$ cat src/sffe_consts.svh
// Opcodes, counts and field positions for the serial flash front end.
`ifndef SFFE_CONSTS_SVH
`define SFFE_CONSTS_SVH
`define SFFE_BYTE_MSB 3'h7
`define SFFE_PAGE_MAX_BYTES 9'h100
`define SFFE_ADDR_BYTES 2'h3
`define SFFE_CMD_READ 8'h03
`define SFFE_CMD_DUAL_READ 8'h3B
`define SFFE_CMD_PROGRAM 8'h02
`define SFFE_CMD_ERASE_PAGE 8'h81
`define SFFE_CMD_ERASE_4K 8'h20
`define SFFE_CMD_ERASE_32K 8'h52
`define SFFE_CMD_ERASE_CHIP 8'h60
`define SFFE_CMD_STATUS 8'h05
`define SFFE_STAT_BUSY 0
`define SFFE_STAT_FAIL 5
`endif

$ cat src/sffe_pkg.sv
// Types shared by the serial flash front end files.
package sffe_pkg;
    typedef enum logic [1:0] {
        SFFE_ER_PAGE,
        SFFE_ER_4K,
        SFFE_ER_32K,
        SFFE_ER_CHIP
    } sffe_erase_t;
    typedef enum logic [2:0] {
        SFFE_ST_CMD,
        SFFE_ST_ADDR,
        SFFE_ST_DUMMY,
        SFFE_ST_DATA_IN,
        SFFE_ST_DATA_OUT,
        SFFE_ST_IGNORE
    } sffe_phase_t;
endpackage

$ cat src/sffe_sync.sv
// Two flip-flop synchroniser bank for the link pins.
`timescale 1ns/1ps
`default_nettype none
module sffe_sync #(
    parameter int WIDTH = 4
) (
    // Clock and reset.
    input wire logic clk_in,
    input wire logic rst_b_in,
    // Asynchronous levels in, synchronised levels out.
    input wire logic [WIDTH-1:0] async_in,
    output logic [WIDTH-1:0] sync_out
);
    typedef struct packed {
        logic [WIDTH-1:0] stage1;
        logic [WIDTH-1:0] stage2;
    } sffe_sync_state_t;
    sffe_sync_state_t st;
    sffe_sync_state_t next_st;

    // The first stage feeds only the second stage.
    always_comb begin
        next_st.stage1 = async_in;
        next_st.stage2 = st.stage1;
    end

    // Registers both stages; pins idle high after reset.
    always_ff @(posedge clk_in) begin
        if (!rst_b_in) begin
            st <= '1;
        end else begin
            st <= next_st;
        end
    end

    assign sync_out = st.stage2;
endmodule // sffe_sync
`default_nettype wire

$ cat src/sffe_front_end.sv
// Serial flash link front end: framing, shifting and dual read lanes.
`timescale 1ns/1ps
`default_nettype none
`include "sffe_consts.svh"
module sffe_front_end
    import sffe_pkg::*;
(
    // Clock and reset.
    input wire logic clk_in,
    input wire logic rst_b_in,
    // Link pins from the host.
    input wire logic sel_b_in,
    input wire logic sclk_in,
    input wire logic pause_b_in,
    input wire logic dual_lane_low_in,
    // Link pins toward the host; enables are low while driving.
    output logic dual_lane_low_out,
    output logic dual_lane_low_oe_b_out,
    output logic dual_lane_high_out,
    output logic dual_lane_high_oe_b_out,
    // Array core side.
    input wire logic [7:0] rd_data_in,
    input wire logic core_busy_in,
    input wire logic core_fail_in,
    output logic [23:0] addr_out,
    output logic rd_req_out,
    output logic [7:0] wr_data_out,
    output logic wr_valid_out,
    output logic prog_start_out,
    output logic erase_start_out,
    output logic [1:0] erase_kind_out,
    output logic standby_out
);
    // ------------------------------------------------------------
    // State
    // ------------------------------------------------------------
    typedef struct packed {
        logic sclk_q;
        logic sel_q;
        sffe_phase_t phase;
        logic [7:0] cmd;
        logic [7:0] shift_in;
        logic [2:0] bit_cnt;
        logic [1:0] addr_cnt;
        logic [23:0] addr;
        logic [8:0] byte_cnt;
        logic [7:0] shift_out;
        logic out_lo;
        logic out_hi;
        logic float_lo; // Low lane enable, low while driving.
        logic float_hi; // High lane enable, low while driving.
        logic rd_req;
        logic [7:0] wr_data;
        logic wr_valid;
        logic prog_start;
        logic erase_start;
        logic [1:0] erase_kind;
        logic fail_seen;
        logic standby;
    } sffe_state_t;
    sffe_state_t st;
    sffe_state_t next_st;
    logic [3:0] pins;

    // Every pin from the host passes two flip-flops first.
    sffe_sync #(
        .WIDTH(4)
    ) u_sync (
        .clk_in(clk_in),
        .rst_b_in(rst_b_in),
        .async_in({sel_b_in, sclk_in, pause_b_in, dual_lane_low_in}),
        .sync_out(pins)
    );

    // Maps an erase opcode onto its size class.
    function automatic logic [1:0] erase_kind_of(input logic [7:0] c);
        unique case (c)
            `SFFE_CMD_ERASE_PAGE: erase_kind_of = 2'(SFFE_ER_PAGE);
            `SFFE_CMD_ERASE_4K: erase_kind_of = 2'(SFFE_ER_4K);
            `SFFE_CMD_ERASE_32K: erase_kind_of = 2'(SFFE_ER_32K);
            default: erase_kind_of = 2'(SFFE_ER_CHIP);
        endcase
    endfunction

    // Tells whether an opcode is one of the four erase commands.
    function automatic logic is_erase(input logic [7:0] c);
        is_erase = (c == `SFFE_CMD_ERASE_PAGE) || (c == `SFFE_CMD_ERASE_4K)
            || (c == `SFFE_CMD_ERASE_32K) || (c == `SFFE_CMD_ERASE_CHIP);
    endfunction

    // ------------------------------------------------------------
    // Next state
    // ------------------------------------------------------------
    logic sel_b;
    logic sclk;
    logic held;
    logic rise;
    logic fall;
    logic [7:0] in_byte;
    logic [7:0] status;
    assign sel_b = pins[3];
    assign sclk = pins[2];
    assign held = !pins[1];
    // Edges are found on the synchronised clock, so either idle level works.
    assign rise = sclk && !st.sclk_q && !held;
    assign fall = !sclk && st.sclk_q && !held;
    assign in_byte = {st.shift_in[6:0], pins[0]};
    assign status = {2'h0, st.fail_seen, 4'h0, core_busy_in};

    always_comb begin
        next_st = st;
        next_st.sclk_q = sclk;
        next_st.sel_q = sel_b;
        next_st.rd_req = 1'b0;
        next_st.wr_valid = 1'b0;
        next_st.prog_start = 1'b0;
        next_st.erase_start = 1'b0;
        if (core_fail_in) begin
            next_st.fail_seen = 1'b1;
        end
        // Standby only once deselected and the core is idle.
        next_st.standby = sel_b && !core_busy_in;
        if (sel_b) begin
            // Deselected: lanes float, input bits are dropped.
            next_st.float_lo = 1'b1;
            next_st.float_hi = 1'b1;
            next_st.phase = SFFE_ST_IGNORE;
            if (!st.sel_q && st.phase == SFFE_ST_DATA_IN
                && st.byte_cnt != 9'h000) begin
                next_st.prog_start = 1'b1;
            end
            if (!st.sel_q && st.phase == SFFE_ST_IGNORE
                && is_erase(st.cmd) && st.bit_cnt == 3'h0) begin
                next_st.erase_start = 1'b1;
                next_st.erase_kind = erase_kind_of(st.cmd);
            end
        end else if (st.sel_q) begin
            // Falling select opens a new frame.
            next_st.phase = SFFE_ST_CMD;
            next_st.bit_cnt = 3'h0;
            next_st.addr_cnt = 2'h0;
            next_st.byte_cnt = 9'h000;
            next_st.float_lo = 1'b1;
            next_st.float_hi = 1'b1;
        end else if (held) begin
            next_st.float_lo = 1'b1;
            next_st.float_hi = 1'b1;
        end else if (rise && st.phase != SFFE_ST_DATA_OUT) begin
            // Input bits arrive most significant first.
            next_st.shift_in = in_byte;
            next_st.bit_cnt = st.bit_cnt + 3'h1;
            if (st.bit_cnt == `SFFE_BYTE_MSB) begin
                unique case (st.phase)
                    SFFE_ST_CMD: begin
                        next_st.cmd = in_byte;
                        if (in_byte == `SFFE_CMD_STATUS) begin
                            next_st.phase = SFFE_ST_DATA_OUT;
                            next_st.shift_out = status;
                            next_st.fail_seen = core_fail_in;
                        end else if (in_byte == `SFFE_CMD_ERASE_CHIP) begin
                            next_st.phase = SFFE_ST_IGNORE;
                        end else begin
                            next_st.phase = SFFE_ST_ADDR;
                        end
                    end
                    SFFE_ST_ADDR: begin
                        next_st.addr = {st.addr[15:0], in_byte};
                        next_st.addr_cnt = st.addr_cnt + 2'h1;
                        if (st.addr_cnt == `SFFE_ADDR_BYTES - 2'h1) begin
                            if (st.cmd == `SFFE_CMD_PROGRAM) begin
                                next_st.phase = SFFE_ST_DATA_IN;
                            end else if (st.cmd == `SFFE_CMD_DUAL_READ) begin
                                next_st.phase = SFFE_ST_DUMMY;
                                next_st.rd_req = 1'b1;
                            end else if (st.cmd == `SFFE_CMD_READ) begin
                                next_st.phase = SFFE_ST_DATA_OUT;
                                next_st.rd_req = 1'b1;
                            end else begin
                                next_st.phase = SFFE_ST_IGNORE;
                            end
                        end
                    end
                    SFFE_ST_DUMMY: begin
                        next_st.phase = SFFE_ST_DATA_OUT;
                    end
                    SFFE_ST_DATA_IN: begin
                        // Bytes past a full page are not taken.
                        if (st.byte_cnt != `SFFE_PAGE_MAX_BYTES) begin
                            next_st.wr_data = in_byte;
                            next_st.wr_valid = 1'b1;
                            next_st.byte_cnt = st.byte_cnt + 9'h001;
                        end
                    end
                    default: begin
                        next_st.phase = SFFE_ST_IGNORE;
                    end
                endcase
            end
        end else if (fall && st.phase == SFFE_ST_DATA_OUT) begin
            // Output changes after the falling edge, high bit first.
            if (st.cmd == `SFFE_CMD_DUAL_READ) begin
                next_st.out_hi = st.shift_out[7];
                next_st.out_lo = st.shift_out[6];
                next_st.float_hi = 1'b0;
                next_st.float_lo = 1'b0;
                next_st.shift_out = {st.shift_out[5:0], 2'h0};
                next_st.bit_cnt = st.bit_cnt + 3'h2;
                if (st.bit_cnt == 3'h6) begin
                    // The next byte is fetched now and loaded below.
                    next_st.addr = st.addr + 24'h000001;
                    next_st.rd_req = 1'b1;
                end
            end else begin
                next_st.out_hi = st.shift_out[7];
                next_st.float_hi = 1'b0;
                next_st.shift_out = {st.shift_out[6:0], 1'b0};
                next_st.bit_cnt = st.bit_cnt + 3'h1;
                if (st.bit_cnt == `SFFE_BYTE_MSB) begin
                    if (st.cmd == `SFFE_CMD_STATUS) begin
                        next_st.shift_out = status;
                    end else begin
                        next_st.addr = st.addr + 24'h000001;
                        next_st.rd_req = 1'b1;
                    end
                end
            end
        end
        // Each fetched byte is loaded one cycle after its request.
        if (st.rd_req) begin
            next_st.shift_out = rd_data_in;
        end
    end

    // ------------------------------------------------------------
    // Registers
    // ------------------------------------------------------------
    always_ff @(posedge clk_in) begin
        if (!rst_b_in) begin
            st <= '0;
            st.sel_q <= 1'b1;
            st.phase <= SFFE_ST_IGNORE;
            st.standby <= 1'b1;
            st.float_lo <= 1'b1;
            st.float_hi <= 1'b1;
        end else begin
            st <= next_st;
        end
    end

    // Outputs come straight from state flip-flops.
    assign dual_lane_low_out = st.out_lo;
    assign dual_lane_low_oe_b_out = st.float_lo;
    assign dual_lane_high_out = st.out_hi;
    assign dual_lane_high_oe_b_out = st.float_hi;
    assign addr_out = st.addr;
    assign rd_req_out = st.rd_req;
    assign wr_data_out = st.wr_data;
    assign wr_valid_out = st.wr_valid;
    assign prog_start_out = st.prog_start;
    assign erase_start_out = st.erase_start;
    assign erase_kind_out = st.erase_kind;
    assign standby_out = st.standby;
endmodule // sffe_front_end
`default_nettype wire

$ cat config.mk
export PLATFORM = sky130hd
export DESIGN_NAME = sffe_front_end
export DESIGN_NICKNAME = d
export VERILOG_FILES = /design/src/sffe_pkg.sv /design/src/sffe_sync.sv /design/src/sffe_front_end.sv
export VERILOG_INCLUDE_DIRS = /design/src
export SDC_FILE = /design/constraint.sdc
export NUM_CORES = 1
export LEC_CHECK = 0
export BUFFER_PORTS_ARGS = -buffer_cell sky130_fd_sc_hd__buf_2
export CORE_MARGIN = 2
export CORE_UTILIZATION = 50
export CTS_BUF_LIST = sky130_fd_sc_hd__clkbuf_8
export DETAILED_ROUTE_END_ITERATION = 10
export PLACE_DENSITY = 0.73
export SLEW_MARGIN = 20
export SYNTH_ARGS = -nofsm -noshare
export SYNTH_HDL_FRONTEND = slang
export SYNTH_SLANG_ARGS = --single-unit
export TNS_END_PERCENT = 20
$ cat constraint.sdc
create_clock -name clk_in -period 2.19 [get_ports clk_in]
set_clock_uncertainty 0.05 [all_clocks]
set_input_delay 0.219 -clock clk_in [delete_from_list [all_inputs] [get_ports clk_in]]
set_output_delay 0.219 -clock clk_in [all_outputs]
set_load 0.005 [all_outputs]
# == Yosys cells after proc, flatten, opt, wreduce, memory -nomap -nowiden ==
# Cells that the tools add are included.
# word_totals
register_bits,95
word_cells,194
# op_classes
add_sub_neg,5
eq_ne,34
mux,70
bitwise_logic,7
reduce_logical,53
# ops
cell,count
$mux 24,6
$mux 67,1
$mux 13,5
$mux 8,8
$mux 9,6
$mux 43,1
$mux 10,3
$mux 3,10
$mux 26,1
$add 24x1->24 const B,1
$eq 8x7->1 const B,3
$mux 1,22
$reduce_and 5->1,4
$mux 19,1
$reduce_and 6->1,3
$reduce_bool 2->1,9
$eq 8x2->1 const B,2
$eq 8x3->1 const B,2
$eq 8x6->1 const B,2
$reduce_and 7->1,2
$eq 3x3->1 const B,4
$logic_and 1x1->1,12
$ne 3x2->1 const B,4
$pmux 3 s4,1
32 further kinds,56

# == Longest topological paths before layout ==
# Gate-level depths: netlist of run 1.
# logic_depth
word_depth,14
mapped_depth,9
mapped_depth_nobuf,7

# == Cells and area by module ==
# From an unflattened synthesis of run 1, not the netlist that was laid out.
# unflattened
cells_unflattened,595
hier_area_um2,4913.5
# by_module_without_submodules
mod,instances,cells_each,area_each_um2
sffe_front_end,1,579,4703.3
sffe_sync,1,16,210.2

# == Worst setup path before layout of run 1 ==
# No wires, ideal clock.
# synth_timing
kind,register to register
startpoint,register st[64] (netlist name)
endpoint,register st[29] (netlist name)
t_arrival_ns,2.183
required_ns,2.069
setup_slack_ns,-0.114
stages_incl_launch_ff,9
path_buffers,2
synth_period_minus_slack_ns,2.304
cell_sequence,dfxtp_1 ha_1 ha_1 clkbuf_1 nand3_1 or4b_1 buf_2 or2_0 a21oi_1
# synth_via
elab_chain_cells,3
# synth_rtl
item,line,text
from (decl),sffe_front_end.sv:61,sffe_state_t st;
from (signal assigned),sffe_front_end.sv:246,st <= next_st;
$eq 3x3->1 (no source line),n/a,
$reduce_bool 2->1 (no source line),n/a,
$reduce_and 6->1 (no source line),n/a,
# No other way between the ends.
# A chain may end at the register's enable or synchronous reset.

# == Final worst setup path of run 1 ==
# layout_timing
startpoint,register st[77] (netlist name)
endpoint,"register st, in the netlist addr_out[21]"
# layout_via
elab_chain_cells,4
word_cells_on_any_way,9
# layout_rtl
item
branches (longest 4 deep; another with $reduce_and 9->1)
# Parallel ways; which one is timed is not known. The select of a mux whose other input is x is not followed.

==> results of run 1 <==
-- power by group --
group	internal (W)	total [W]	switching, W
Sequential	0.00172	0.00173	0.0000112
Combinational	0.0000859	0.000242	0.000156
Clock	0.000567	0.00121	0.000641
Total	0.00237	0.00318	0.000809
-- sequential cells by signal, indices dropped and copies added (netlist names), 2 cells and up --
name and count:
addr_out 24, st 36, u_sync.next_st 4, erase_kind_out 2
wr_data_out 8, in_byte 7, u_sync.sync_out 4
-- per-layer routing --
| layer | vias up | global-route usage |
|---|---|---|
| li1 | 2436 | - |
| met1 | 2381 | 0.354 |
| met2 | 203 | 0.381 |
| met3 | 17 | 0.0462 |
| met4 | 0 | 0.0946 |
| met5 | - | 0 |
-- cell families (layout without fill, tap and decap cells) --
family                     count (synthesis)  count (layout)  share of synthesized area
and+or+nand+nor                          242             242                      0.256
AOI/OAI and AO/OA                        157             157                      0.209
buffers and inverters                     95             159                     0.0962
DFF                                       94              94                      0.356
muxes                                     33              33                     0.0630
adders and majority gates                  8               8                     0.0190
-- final timing paths --
check | start | to | slack (ns)
setup / recovery | st[77] | addr_out[21] | 0.03
hold / removal | core_busy_in | standby_out | 0.03
setup reg to reg | st[77] | addr_out[21] | 0.03
hold reg to reg | u_sync.next_st[2] | u_sync.sync_out[2] | 0.36
-- synthesized netlist by cell type, types with 3 or more instances --
cell type | n | area (um2)
o21ai_0 | 18 | 90.1
a31oi_1 | 14 | 87.6
nand4_1 | 13 | 81.3
a21oi_1 | 42 | 210
o31a_1 | 4 | 35.0
dfxtp_1 | 94 | 1880
and4b_1 | 4 | 40.0
nand2b_1 | 14 | 87.6
mux2i_1 | 31 | 310
nand3b_1 | 13 | 97.6
or3_1 | 4 | 25.0
nand2_1 | 33 | 124
nor3_1 | 15 | 75.1
nor4b_1 | 5 | 43.8
nor2_1 | 64 | 240
inv_1 | 16 | 60.1
clkbuf_1 | 33 | 124
ha_1 | 8 | 100
and3_1 | 17 | 106
nand3_1 | 19 | 95.1
nor3b_1 | 6 | 45.0
o31ai_1 | 21 | 158
or4_1 | 3 | 22.5
o311ai_1 | 16 | 140
buf_2 | 7 | 35.0
buf_4 | 34 | 255
o221a_1 | 3 | 33.8
a32oi_1 | 5 | 43.8
nor4_1 | 9 | 56.3
nand4b_1 | 3 | 26.3
-- cell type report --
class / count / area [um2] / share of cell area
timing repair buffer: 126 / 848 / 0.138
multi-input combinational: 440 / 2980 / 0.484
inverter: 17 / 63.8 / 0.0104
sequential: 94 / 1890 / 0.307
clock inverter: 6 / 68.8 / 0.0112
clock buffer: 10 / 138 / 0.0224
tap: 136 / 170 / 0.0276
-- through the flow --
step	cells	power (W)	hold slack (ns)
final	829	0.00318	0.0320
after global routing	829	0.00330	0.0250
after CTS	829	0.00320	0.0151
after detailed placement	809	0.00200	0.345
after global placement	809	0.00200	0.338
after floorplan	629	0.00192	0.269
-- timing repair --
action / in CTS / in global routing
resized for setup: 2 / 13
setup endpoints to repair: 4 / 28
hold buffers: 4 / 0
pin swaps: 0 / 0
hold endpoints to repair: 4 / 0
==> summary.txt, run 1 <==
Slew Limit Fails - 0
Most common library cell in the layout ignoring fill and taps - dfxtp_1
Ys Warns - 0
Total number of vias - 5037
Sort of element at the start of the critical path - flip-flop
Maximum number of pins on one net before global-route repair - 63
Number of H-tree branching levels - 3
TritonCTS clock tree - done
Starting density of the core - 0.514
First-pass DRT Iterations - 6
Cell family with the largest share of critical-path delay - simple AND/OR/NAND/NOR gates
Slack of the critical path - 0.0252 ns
Crit Path Category - flip-flop to flip-flop
Outcome - finished, final reports clean
Biggest cell delay along the critical path - 0.55 ns
Overall global routing resource usage - 0.251
Post-Synthesis Cell Area - 5280 um2
Hold/Removal Path Class - input pin to flip-flop
Post-CTS repair timing setup buffer count - 0
IO Port Bufs - 58
Hold Vio Cnt, Final - 0
Antenna diode instance count - 0
Pwr per Cell Area - 517 nW/um2
Static leakage power - 2.40 nW
Arrival time at the worst endpoint - 2.35 ns
Fmax - 462 MHz
Iter 0 DRT Violations - 392
Die outline area - 11400 um2
CP Cell Sequence - or4bb_4 -> nor4_4 -> a22oi_2 -> buf_12 -> o311ai_1 -> o31ai_1
Number of distinct standard cells referenced by the synthesized netlist - 75
Placed standard-cell area - 5830 um2
FFs w/ async S/R, synth - 0
Data required time of the critical path - 2.38 ns
Slowest cell on the critical path - or4bb_4
Final WL - 14100 um
Site Rows - 37
Layout cells sized above 1 - 0.248
Worst-path clk slew - 0.09 ns
Area growth from synthesis to layout - 16.6%
Largest vdd supply drop - 0.281 mV
Boundary pin count - 59
Wire length of the first global-routing pass - 23000 um
Cts bufs inserted - 9
Most frequent cells in the layout - dfxtp_1 (90), nor2_1 (63), buf_4 (61), buf_2 (58), a21oi_1 (42)
Layout Utilization - 0.599
Ys flop type - dfxtp_1
DP Worst Slack - 0.0187 ns
Post-synth EDFFs - 0
Syn Area/Cell - 8.39 um2
Clock root cell - clkbuf_8
Layout fillers - 947
Sequential element share of the synthesized area - 0.356
Max FO, Critical Path - 27
Height of the die - 107 um
Max Cap Violations - 0
Post-Route M1 WL - 6570 um
Worst relative slew slack - 0.535
Antenna violations before repair - 0
Core footprint - 10300 um2
Finish-stage setup viols - 0
Setup total negative slack - 0 ns
Post-route design area - 6160 um2
Net Count, Synth - 653
Post-DRT Antenna Nets - 0
Maximum root-to-sink buffer count - 2
DRC viols - 0
Number of stages on the worst hold path - 2
Highest Signal Layer - met4
Setup repair after global routing missed its margin - true
Worst r2r path cells - 6
Detailed placement HPWL - 9750 um
Post-detailed-route via-to-cell ratio - 6.08
Layout Nets - 712
Critical path depth - 6
Mean routed wirelength per cell - 17.0 um
Critical Path End Type - flip-flop
Slew at the pin closest to its max-slew limit - 0.690 ns
Met3 WL post-DR - 873 um
Vias in the first global route - 4589
Total met2 wirelength after detailed routing - 6490 um
Remaining Overflow, GRT - 0
Tcrit/Tclk final - 0.989
Final Wtd Congestion - 0.894
Clk sink count - 94
Register bit total from synthesis - 94
Post-route minimum period - 2.16 ns
Number of buffers and inverters on the critical path - 1
Clock latency of the later-clocked register in the worst-skew pair - 0.38 ns
Post-Synthesis Cells - 629
Horizontal die dimension - 107 um
(Power assumes the default switching activity.)
==> inputs of run 2 (changes only) <==
--- a/config.mk
+++ b/config.mk
@@ -6,12 +6,14 @@
 export SDC_FILE = /design/constraint.sdc
 export NUM_CORES = 1
 export LEC_CHECK = 0
+export ABC_AREA = 1
 export BUFFER_PORTS_ARGS = -buffer_cell sky130_fd_sc_hd__buf_2
+export CORE_ASPECT_RATIO = 1.75
 export CORE_MARGIN = 2
 export CORE_UTILIZATION = 50
 export CTS_BUF_LIST = sky130_fd_sc_hd__clkbuf_8
 export DETAILED_ROUTE_END_ITERATION = 10
-export PLACE_DENSITY = 0.73
+export PLACE_DENSITY = 0.72
 export SLEW_MARGIN = 20
 export SYNTH_ARGS = -nofsm -noshare
 export SYNTH_HDL_FRONTEND = slang
==> summary.txt, run 2 <==
Outcome - finished, final reports clean (unchanged)
Most instantiated library cell after synthesis - nand2_1 (was dfxtp_1)
Max Cap Violations - 0 (unchanged)
Crit path launch - st[64] (was st[77])
Total number of vias - 5597 (was 5037)
Starting density of the core - 0.511 (was 0.514)
Maximum number of pins on one net before global-route repair - 44 (was 63)
Fmax - 514 MHz (was 462 MHz)
Vias in the first global route - 5084 (was 4589)
Area growth from synthesis to layout - 8.93% (was 16.6%)
Slew at the pin closest to its max-slew limit - 0.425 ns (was 0.690 ns)
Final Wtd Congestion - 0.927 (was 0.894)
Detailed placement HPWL - 11300 um (was 9750 um)
Clock root cell - clkbuf_8 (unchanged)
Most common library cells after synthesis - nand2_1 (234), nor2_1 (105), dfxtp_1 (94) (was dfxtp_1 (94), nor2_1 (64), a21oi_1 (42))
Sort of element at the start of the critical path - flip-flop (unchanged)
Net Count, Synth - 897 (was 653)
Post-Synthesis Cells - 873 (was 629)
Number of distinct standard cells referenced by the synthesized netlist - 38 (was 75)
Crit Path Category - flip-flop to flip-flop (unchanged)
Horizontal die dimension - 84.3 um (was 107 um)
Post-route minimum period - 1.95 ns (was 2.16 ns)
Layout Nets - 931 (was 712)
Net switching component of the power - 0.000880 W (was 0.000809 W)
Maximum root-to-sink buffer count - 2 (unchanged)
Logic pwr share - 0.072 (was 0.076)
Critical Path End Type - flip-flop (unchanged)
Final WL - 15100 um (was 14100 um)
Largest vdd supply drop - 0.361 mV (was 0.281 mV)
Overall global routing resource usage - 0.248 (was 0.251)
Post-synthesis cell type with the largest combined area - dfxtp_1 (unchanged)
Post-synth top area share - 0.333 (was 0.356)
Most frequent cells in the layout - nand2_1 (234), nor2_1 (105), dfxtp_1 (94), inv_1 (85), nand3_1 (65) (was dfxtp_1 (90), nor2_1 (63), buf_4 (61), buf_2 (58), a21oi_1 (42))
Most common library cell in the layout ignoring fill and taps - nand2_1 (was dfxtp_1)
Post-synth EDFFs - 0 (unchanged)
Switching fraction of total power - 0.281 (was 0.254)
Clk sink count - 94 (unchanged)
Layout cells sized above 1 - 0.171 (was 0.248)
FFs w/ async S/R, synth - 0 (unchanged)
IO Port Bufs - 58 (unchanged)
Register containing the most flip-flops in the final layout - st (unchanged)
Core footprint - 11000 um2 (was 10300 um2)
Start point of the worst hold path - core_fail_in (was core_busy_in)
Largest register FFs - 36 (unchanged)
Post-CTS repair timing setup buffer count - 0 (unchanged)
Arrival time at the worst endpoint - 2.16 ns (was 2.35 ns)
Remaining Overflow, GRT - 0 (unchanged)
Antenna diode instance count - 0 (unchanged)
Mean routed wirelength per cell - 14.4 um (was 17.0 um)
Tcrit/Tclk final - 0.889 (was 0.989)
Antenna violations before repair - 0 (unchanged)
Cts bufs inserted - 9 (unchanged)
First-pass DRT Iterations - 5 (was 6)
Hold Vio Cnt, Final - 0 (unchanged)
Worst-path clk slew - 0.11 ns (was 0.09 ns)
Slew Limit Fails - 0 (unchanged)
Clock latency of the later-clocked register in the worst-skew pair - 0.38 ns (about the same)
Ys Warns - 0 (unchanged)
Hold/Removal Path Class - input pin to flip-flop (unchanged)
Height of the die - 145 um (was 107 um)
Sequential power share - 0.555 (was 0.544)
Static leakage power - 2.51 nW (was 2.40 nW)
Global routing met3 resource utilization - 0.0360 (was 0.0462)
Ys flop type - dfxtp_1 (unchanged)
Area contributors post-synth - dfxtp_1 (33%), nand2_1 (16%), nor2_1 (7.0%) (was dfxtp_1 (36%), mux2i_1 (5.9%), buf_4 (4.8%))
Number of instances in the placed design - 1024 (was 809)
Global routing usage on met1 - 0.256 (was 0.354)
Number of H-tree branching levels - 3 (unchanged)
Data required time of the critical path - 2.41 ns (was 2.38 ns)
Syn Area/Cell - 6.47 um2 (was 8.39 um2)
Sequential element share of the synthesized area - 0.333 (was 0.356)
DRC viols - 0 (unchanged)
GRT busiest layer - met2 (unchanged)
Post-Synthesis Cell Area - 5650 um2 (was 5280 um2)
Non-filler cells in the finished layout - 1044 (was 829)
Post-detailed-route via-to-cell ratio - 5.36 (was 6.08)
Internal power - 0.00226 W (was 0.00237 W)
Iter 0 DRT Violations - 349 (was 392)
Register bit total from synthesis - 94 (unchanged)
Sum of internal, switching and leakage power - 0.00314 W (was 0.00318 W)
Critical R2R Launch - st[64] (was st[77])
Clk network pwr share - 0.373 (was 0.380)
Post-DRT Antenna Nets - 0 (unchanged)
Die outline area - 12200 um2 (was 11400 um2)
Setup repair after global routing missed its margin - false (was true)
Met2 track demand over resource in global routing - 0.474 (was 0.381)
Pwr per Cell Area - 510 nW/um2 (was 517 nW/um2)
Worst relative slew slack - 0.716 (was 0.535)
Setup total negative slack - 0 ns (unchanged)
TritonCTS clock tree - done (unchanged)
Max FO, Critical Path - 11 (was 27)
Wire length of the first global-routing pass - 24000 um (was 23000 um)
Site Rows - 51 (was 37)
Finish-stage setup viols - 0 (unchanged)
Boundary pin count - 59 (unchanged)
## run 2: cell types whose count changed after synthesis, moves of 13 or more
cell / previous run / this run
and3_1: 17 / 0
clkbuf_1: 33 / 15
inv_1: 16 / 85
mux2i_1: 31 / 0
nand2_1: 33 / 234
nand2b_1: 14 / 0
nand3_1: 19 / 65
nor2_1: 64 / 105
o21ai_0: 18 / 54
o311ai_1: 16 / 0
o31ai_1: 21 / 0
or2_2: 0 / 13
## run 2: cell families (layout without fill, tap and decap cells)
family | count (synthesis) | in the layout | synth area share
fa+ha+maj | 8 | 8 | 0.0177
flops | 94 | 94 | 0.333
compound gates | 138 | 138 | 0.133
buf+inv | 156 | 195 | 0.134
xor+xnor | 5 | 5 | 0.00776
simple gates | 472 | 472 | 0.375
## run 2: power groups by stage
stage / clock network (W) / logic, W / registers, W
detailed placement: 0 / 0.000218 / 0.00178
floorplan: 0 / 0.000154 / 0.00178
finish: 0.00117 / 0.000226 / 0.00174
CTS: 0.00119 / 0.000225 / 0.00174
global placement: 0 / 0.000218 / 0.00178
global route: 0.00126 / 0.000250 / 0.00175
## run 2: metrics by stage
stage	hold WS [ns]	util	worst slack [ns]	cell area, um2
finish	0.0369	0.557	0.243	6150
global route	0.0457	0.557	0.00882	6150
CTS	0.0182	0.557	0.247	6150
detailed placement	0.358	0.535	0.270	5910
global placement	0.345	0.535	0.305	5910
floorplan	0.276	-	0.515	5650
## run 2: critical path, stage by stage, from the launching register on
cell and delay [ns]:
dfxtp_1 0.42, ha_1 0.18, ha_1 0.23, inv_1 0.07
nand2_1 0.14, nand2_1 0.08, nor2_2 0.15, nand2_2 0.18
buf_12 0.20, nand2_1 0.07, a21oi_2 0.05
## run 2: final cells by class
cell class                 count  area, um2
multi-input combinational    623       3010
clock buffer                   9        124
clock inverter                 7       75.1
fill                        1131       4890
timing repair buffer          86        548
sequential                    94       1880
tap                          132        165
inverter                      93        349
## run 2: layer usage
metal	vias up	share of wire	routed length, um
met3	46	0.038	580
met1	2544	0.38	5680
met4	0	0.047	706
met2	170	0.54	8110
met5	-	0	0
li1	2837	-	-
## run 2: path summary, 6_finish.rpt
| kind | endpoint | slack, ns | depth (start not counted) |
|---|---|---|---|
| worst max-delay path | addr_out[17] | 0.24 | 10 |
| worst min-delay path | st[1] | 0.04 | 3 |
| worst max register to register | addr_out[17] | 0.24 | 10 |
| worst min register to register | u_sync.sync_out[1] | 0.38 | 1 |
## run 2: what timing repair did
action                                 4_1_cts  5_1_grt
hold buffers                                 4        0
resized for setup                            0        0
endpoints found under the hold margin        4        0
